===== config.mk =====
export PLATFORM = sky130hd
export DESIGN_NAME = aalu_core
export DESIGN_NICKNAME = d
export VERILOG_FILES = /design/src/rtl/aalu_pkg.sv /design/src/rtl/aalu_add8.sv /design/src/rtl/aalu_core.sv
export SDC_FILE = /design/constraint.sdc
export NUM_CORES = 1
export LEC_CHECK = 0
export BUFFER_PORTS_ARGS = -buffer_cell sky130_fd_sc_hd__buf_2
export CAP_MARGIN = 15
export CORE_MARGIN = 3
export CORE_UTILIZATION = 60
export DETAILED_ROUTE_END_ITERATION = 6
export GPL_TIMING_DRIVEN = 0
export PLACE_DENSITY = 0.86
export SKIP_LAST_GASP = 1
export SLEW_MARGIN = 30
export SYNTH_ARGS = -nofsm -noshare
export SYNTH_HDL_FRONTEND = slang
export SYNTH_HIERARCHICAL = 1
export SYNTH_SLANG_ARGS = --single-unit

===== constraint.sdc =====
create_clock -name clk_sys -period 3.21 [get_ports clk_sys]
set_clock_uncertainty 0.15 [all_clocks]
set_input_delay 0 -clock clk_sys [delete_from_list [all_inputs] [get_ports clk_sys]]
set_output_delay 0 -clock clk_sys [all_outputs]
set_load 0.02 [all_outputs]

===== src/rtl/aalu_pkg.sv =====
package aalu_pkg;

  // widths
  localparam int DATA_W   = 8;
  localparam int INSTR_W  = 14;
  localparam int NIBBLE_W = 4;
  localparam int ADDR_W   = 8;

  // register byte offsets
  localparam logic [ADDR_W-1:0] OFS_INSTR = 8'h00;
  localparam logic [ADDR_W-1:0] OFS_ACC   = 8'h04;
  localparam logic [ADDR_W-1:0] OFS_FREG  = 8'h08;
  localparam logic [ADDR_W-1:0] OFS_STAT  = 8'h0C;

  // opcode fields
  localparam logic [4:0] OPC_IMM_SUM  = 5'h1F; // 11 111x
  localparam logic [5:0] OPC_REG_SUM  = 6'h07; // 00 0111
  localparam logic [5:0] OPC_IMM_MASK = 6'h39; // 11 1001
  localparam int         DEST_BIT     = 7;

  // status bit positions
  localparam int STAT_C    = 0;
  localparam int STAT_DC   = 1;
  localparam int STAT_Z    = 2;
  localparam int STAT_BUSY = 3;

  // reset values
  localparam logic [DATA_W-1:0]  RST_DATA  = 8'h00;
  localparam logic [INSTR_W-1:0] RST_INSTR = 14'h0000;
  localparam logic [31:0]        RST_RDATA = 32'h0000_0000;

  typedef enum logic [2:0] {
    PH_IDLE, PH_Q1, PH_Q2, PH_Q3, PH_Q4
  } aalu_phase_t;

  typedef enum logic [1:0] {
    OP_NONE, OP_IMM_SUM, OP_REG_SUM, OP_IMM_MASK
  } aalu_op_t;

  typedef struct packed {
    logic              psel;
    logic              penable;
    logic              pwrite;
    logic [ADDR_W-1:0] paddr;
    logic [31:0]       pwdata;
  } aalu_apb_req_t;

  typedef struct packed {
    logic        pready;
    logic        pslverr;
    logic [31:0] prdata;
  } aalu_apb_rsp_t;

  typedef struct packed {
    aalu_phase_t        ph;
    aalu_op_t           op;
    logic [INSTR_W-1:0] instr;
    logic [DATA_W-1:0]  acc;
    logic [DATA_W-1:0]  freg;
    logic [DATA_W-1:0]  opnd;
    logic [DATA_W-1:0]  res;
    logic               c;
    logic               dc;
    logic               z;
    logic               rc;
    logic               rdc;
    logic [31:0]        prdata;
  } aalu_state_t;

endpackage


===== src/rtl/aalu_add8.sv =====
`timescale 1ns/1ps
module aalu_add8
  import aalu_pkg::*;
#(
  parameter int W    = DATA_W,
  parameter int HALF = NIBBLE_W
) (
  // operands
  input  logic [W-1:0] a,
  input  logic [W-1:0] b,
  // result and carries
  output logic [W-1:0] sum,
  output logic         carry,
  output logic         half_carry
);
  logic [W:0]    full;
  logic [HALF:0] low;

  // carry out of top bit and of low nibble
  always_comb begin
    full       = {1'b0, a} + {1'b0, b};
    low        = {1'b0, a[HALF-1:0]} + {1'b0, b[HALF-1:0]};
    sum        = full[W-1:0];
    carry      = full[W];
    half_carry = low[HALF];
  end
endmodule // aalu_add8


===== src/rtl/aalu_core.sv =====
`timescale 1ns/1ps
module aalu_core (
  // clock and reset
  input  logic                    clk_sys,
  input  logic                    rst,
  // register bus
  input  aalu_pkg::aalu_apb_req_t apb_req,
  output aalu_pkg::aalu_apb_rsp_t apb_rsp,
  // core status
  output logic                    busy
);
  import aalu_pkg::*;

  aalu_state_t       st_r;
  aalu_state_t       st_nxt;
  logic [DATA_W-1:0] ad_sum;
  logic              ad_c;
  logic              ad_dc;
  logic              setup;
  logic              access;
  logic              hit;
  logic              stall;
  logic              wr_s;
  logic [31:0]       rd_mux;

  // adder shared by both sum operations
  aalu_add8 u_add (
    .a          (st_r.acc),
    .b          (st_r.opnd),
    .sum        (ad_sum),
    .carry      (ad_c),
    .half_carry (ad_dc)
  );

  // apb decode; writes wait while an instruction runs
  always_comb begin
    setup  = apb_req.psel && !apb_req.penable;
    access = apb_req.psel && apb_req.penable;
    hit    = (apb_req.paddr == OFS_INSTR) || (apb_req.paddr == OFS_ACC) ||
             (apb_req.paddr == OFS_FREG) || (apb_req.paddr == OFS_STAT);
    busy   = (st_r.ph != PH_IDLE);
    stall  = busy && apb_req.pwrite;
    wr_s   = access && apb_req.pwrite && !stall && hit;
    apb_rsp.pready  = !stall;
    apb_rsp.pslverr = access && !stall && !hit;
    apb_rsp.prdata  = st_r.prdata;
  end

  // read data selection
  always_comb begin
    rd_mux = RST_RDATA;
    unique case (apb_req.paddr)
      OFS_INSTR: rd_mux = {{(32-INSTR_W){1'b0}}, st_r.instr};
      OFS_ACC:   rd_mux = {{(32-DATA_W){1'b0}}, st_r.acc};
      OFS_FREG:  rd_mux = {{(32-DATA_W){1'b0}}, st_r.freg};
      OFS_STAT: begin
        rd_mux[STAT_C]    = st_r.c;
        rd_mux[STAT_DC]   = st_r.dc;
        rd_mux[STAT_Z]    = st_r.z;
        rd_mux[STAT_BUSY] = busy;
      end
      default:   rd_mux = RST_RDATA;
    endcase
  end

  // next state: bus writes and the phase sequencer
  always_comb begin
    st_nxt = st_r;
    if (setup && !apb_req.pwrite) begin
      st_nxt.prdata = rd_mux;
    end
    // four phases per instruction
    // phase sequencing
    unique case (st_r.ph)
      PH_IDLE: begin
        if (wr_s) begin
          unique case (apb_req.paddr)
            OFS_INSTR: begin
              st_nxt.instr = apb_req.pwdata[INSTR_W-1:0];
              st_nxt.ph    = PH_Q1;
            end
            OFS_ACC:  st_nxt.acc  = apb_req.pwdata[DATA_W-1:0];
            OFS_FREG: st_nxt.freg = apb_req.pwdata[DATA_W-1:0];
            default: begin
              st_nxt.c  = apb_req.pwdata[STAT_C];
              st_nxt.dc = apb_req.pwdata[STAT_DC];
              st_nxt.z  = apb_req.pwdata[STAT_Z];
            end
          endcase
        end
      end
      PH_Q1: begin
        // decode; other opcodes pass as no-ops
        if (st_r.instr[13:9] == OPC_IMM_SUM) begin
          st_nxt.op = OP_IMM_SUM;
        end else if (st_r.instr[13:8] == OPC_REG_SUM) begin
          st_nxt.op = OP_REG_SUM;
        end else if (st_r.instr[13:8] == OPC_IMM_MASK) begin
          st_nxt.op = OP_IMM_MASK;
        end else begin
          st_nxt.op = OP_NONE;
        end
        st_nxt.ph = PH_Q2;
      end
      PH_Q2: begin
        // operand read: file register or immediate
        // file operand
        if (st_r.op == OP_REG_SUM) begin
          st_nxt.opnd = st_r.freg;
        end else begin
          st_nxt.opnd = st_r.instr[DATA_W-1:0];
        end
        st_nxt.ph = PH_Q3;
      end
      PH_Q3: begin
        // process
        // bitwise mask
        if (st_r.op == OP_IMM_MASK) begin
          st_nxt.res = st_r.acc & st_r.opnd;
        end else begin
          st_nxt.res = ad_sum;
        end
        st_nxt.rc  = ad_c;
        st_nxt.rdc = ad_dc;
        st_nxt.ph  = PH_Q4;
      end
      PH_Q4: begin
        // write-back and flags
        unique case (st_r.op)
          OP_IMM_SUM: begin
            st_nxt.acc = st_r.res;
            st_nxt.c   = st_r.rc;
            st_nxt.dc  = st_r.rdc;
            st_nxt.z   = (st_r.res == RST_DATA);
          end
          OP_REG_SUM: begin
            if (st_r.instr[DEST_BIT]) begin
              st_nxt.freg = st_r.res;
            end else begin
              st_nxt.acc = st_r.res;
            end
            st_nxt.c  = st_r.rc;
            st_nxt.dc = st_r.rdc;
            st_nxt.z  = (st_r.res == RST_DATA);
          end
          OP_IMM_MASK: begin
            st_nxt.acc = st_r.res;
            st_nxt.z   = (st_r.res == RST_DATA);
          end
          OP_NONE: st_nxt.acc = st_r.acc;
        endcase
        st_nxt.ph = PH_IDLE;
      end
      default: st_nxt.ph = PH_IDLE;
    endcase
  end

  // state register
  always_ff @(posedge clk_sys) begin
    if (rst) begin
      st_r.ph     <= PH_IDLE;
      st_r.op     <= OP_NONE;
      st_r.instr  <= RST_INSTR;
      st_r.acc    <= RST_DATA;
      st_r.freg   <= RST_DATA;
      st_r.opnd   <= RST_DATA;
      st_r.res    <= RST_DATA;
      st_r.c      <= 1'b0;
      st_r.dc     <= 1'b0;
      st_r.z      <= 1'b0;
      st_r.rc     <= 1'b0;
      st_r.rdc    <= 1'b0;
      st_r.prdata <= RST_RDATA;
    end else begin
      st_r <= st_nxt;
    end
  end

  logic [DATA_W-1:0] chk_sum;
  logic [DATA_W-1:0] chk_and;
  always_comb begin
    chk_sum = st_r.acc + st_r.opnd;
    chk_and = st_r.acc & st_r.opnd;
  end
endmodule // aalu_core


==> impl_metrics.yaml <==
floorplanning:
  core_area_sq_um: 6131
  dieArea_sq_um: 7584
  num_rows: 28
  dieHeight_microns: 87.09
  initial_core_util_pct: 64.35
  ioPinCount: 80
  die_w_microns: 87.09
power:
  cellLeakagePower_nw: 2.063
  ir_drop_uv: 405.5
  p_per_area_nw_per_um2: 403.3
sta:
  max_freq_ghz: 0.3322
  rsz0062_at_grt: "no"
  setup_tns_ns: 0
  finalSetupViolations: 0
  tightest_slew_ns: 0.6901
  finalCritPeriodShare_pct: 93.79
  setup_slack_ns: 0.1994
  final_max_slew_viol_count: 0
  relSlewSlack_pct: 52.80
  hold_viol_final: 0
  period_minus_slack_ns: 3.011
route:
  vias: 3735
  drtAntennaViolNets: 0
  m1WireLength_microns: 4435
  via_per_inst: 6.194
  met2_length_microns: 5797
  drt-wirelength-per-cell_microns: 19.06
  wl_met3_microns: 964
  drt_iter0_markers: 358
  drc: 0
  dr.pass1.iters: 5
  dr.max_layer_used: "met4"
  wl_microns: 11490
final_layout:
  syn2layout_area_growth_pct: 23.18
  drive_gt1_share_pct: 27.46
  layout_commonest_cell: "dfxtp_1"
  nets: 581
  final_cell_mix: "dfxtp_1, buf_2, mux2i_1"
  n_antenna_cell: 0
cts:
  root_buffer: "clkbuf_8"
  clock_path_buffers: 2
  clk_pin_slew_ns: 0.08
  cts_sinks: 70
  cts_buffers: 9
  h-tree-depth: 3
  cts_tree: "built"
  insertion_delay_ns: 0.35
setup_path:
  critPathKind: "reg -> reg"
  worst_r2r_endpoint: "st_r[74]"
  critical_path_buf_inv_count: 4
  cp_max_fo: 10
  path_cells: "clkbuf_1, or3_1, buf_2, nor2_4, nand3_1, dlygate4sd3_1, a21oi_1, dlygate4sd3_1"
  arrival_ns: 3.16
  critical-path-slowest-cell: "dlygate4sd3_1"
  cpMostUsedCell: "dlygate4sd3_1"
  worstReg2RegStart: "st_r[85]"
  r2r_cells: 8
  path_delay_family: "buffers and inverters"
  crit_path_start_kind: "flop"
  r2r_setup_slack_ns: 0.20
  max_stage_delay_ns: 0.60
  crit_start: "st_r[85]"
  critPathCaptureType: "flop"
  crit_required_ns: 3.36
run:
  cap_violations: 0
global_route:
  overflow: 0
  grt_pass1_vias: 3687
  grt_pass1_wl_microns: 18150
  antenna_found_initial: 0
  grt_usage_pct: 31.28
  grt_max_degree: 13
placement:
  routabilityCongestion: 0.9056
  pre_cts_slack_ns: 0.7315
  io_buffer_count: 43
  hpwl_microns: 7478
yosys:
  ys_seq_area_share_pct: 35.52
  synth-seq-cells: 70
  synthCells: 425
  synth_area_sq_um: 3945
  synthArstFlopShare_pct: 0
  yosys_warnings: 6
  synth-main-ff-cell: "dfxtp_1"
  avgSynthCellArea_sq_um: 9.282
  ys_types: 59
  synth_edf_count: 0
min_path:
  holdPathStages: 4
  hp-start: "apb_req[35]"
  min_path_type: "in -> reg"
  holdPathEnd: "apb_rsp[10]"
outcome:
  status: "completed"
==> cell type report <==
| cell class | instances | area (sq um) |
|---|---|---|
| Multi-Input combinational cell | 304 | 2212 |
| Clock buffer | 10 | 127.6 |
| Clock inverter | 6 | 133.9 |
| Tap cell | 75 | 93.84 |
| Buffer | 58 | 367.9 |
| Inverter | 10 | 37.54 |
| Fill cell | 390 | 1271 |
| Sequential cell | 70 | 1401 |
| Timing Repair Buffer | 70 | 485.5 |
==> synthesized netlist by cell type, types with 2 or more instances <==
master	instances	area [sq um]
nand4_1	2	12.51
a311oi_1	8	70.07
buf_2	12	60.06
nor2b_1	3	18.77
o211ai_1	2	15.01
nand2b_1	24	150.1
mux4_2	4	90.09
and3_1	3	18.77
nand3_1	25	125.1
dfxtp_1	70	1401
buf_6	2	22.52
nand2_1	10	37.54
clkbuf_1	11	41.29
o21ai_0	5	25.02
buf_4	32	240.2
a21oi_1	26	130.1
o21ai_1	2	10.01
or2_2	9	56.30
a22o_1	6	52.55
or4_4	2	22.52
xnor2_1	4	35.03
ha_1	12	150.1
or3_1	3	18.77
or3b_2	3	26.28
a21o_1	3	22.52
xor2_1	2	17.52
mux2i_1	38	380.4
inv_1	10	37.54
o21ai_2	11	96.34
a22oi_1	8	60.06
o221ai_1	2	17.52
a211oi_1	8	60.06
nor3_1	2	10.01
o2bb2ai_1	4	35.03
nor4_1	6	37.54
nor2_1	28	105.1
==> sequential cells by signal (all words and copies together) (netlist names) <==
signal / cells
apb_rsp: 14
st_r: 56
==> power breakdown <==
part	leakage, nW	internal, mW	total, mW	switching, mW
Sequential	0.563	0.868	0.868	0.000318
Clock	0.130	0.595	0.941	0.346
Combinational	1.37	0.0633	0.151	0.0874
==> layer usage <==
layer  vias to the layer above  GRT usage, %
li1                       1693             -
met3                        40         6.339
met4                         0         10.48
met1                      1793         38.92
met2                       209         53.76
met5                         -             0
==> how the worst max path moves through the flow <==
stage / slack, ns / endpoint / depth (start not counted)
floorplan: 1.20 / st_r[77] / 7
global placement: 0.86 / st_r[60] / 7
detailed placement: 0.73 / st_r[55] / 7
CTS: 0.29 / st_r[74] / 8
global route: 0.11 / st_r[74] / 8
finish: 0.20 / st_r[74] / 8
==> logic make-up after synthesis <==
family | after synthesis | synth area share [%]
simple gates | 129 | 18.71
flops | 70 | 35.52
mux | 43 | 12.21
xor+xnor | 6 | 1.332
compound gates | 95 | 17.54
other cells | 1 | 0.09506
buf+inv | 68 | 10.28
fa+ha+maj | 13 | 4.313
==> repair_timing <==
action	4_1_cts	5_1_grt
endpoints found under the hold margin	33	0
setup endpoints to repair	0	2
buffers inserted	0	0
hold buffers	27	0
gates resized for setup	0	1
==> worst reg2reg max path: cells and delay by family (launching register included) <==
| kind | cells | cell delay (ns) |
|---|---|---|
| flops | 1 | 0.30 |
| simple gates | 3 | 0.73 |
| compound gates | 1 | 0.18 |
| buf+inv | 4 | 1.59 |
==> through the flow <==
| stage | area [sq um] | util [%] | cells | hold slack, ns | power, mW |
|---|---|---|---|---|---|
| 6_report | 4860 | 79.27 | 603 | 0.01543 | 1.960 |
| 3_5_place_dp | 4318 | 70.43 | 560 | 0.1156 | 1.014 |
| 2_1_floorplan | 4009 | - | 442 | -0.02166 | 0.9743 |
| 4_1_cts | 4850 | 79.10 | 603 | 0.01157 | 1.946 |
| 5_1_grt | 4860 | 79.27 | 603 | 0.02369 | 2.003 |
| 3_3_place_gp | 4318 | 70.43 | 560 | 0.1095 | 1.011 |
(Power assumes the default switching activity.)
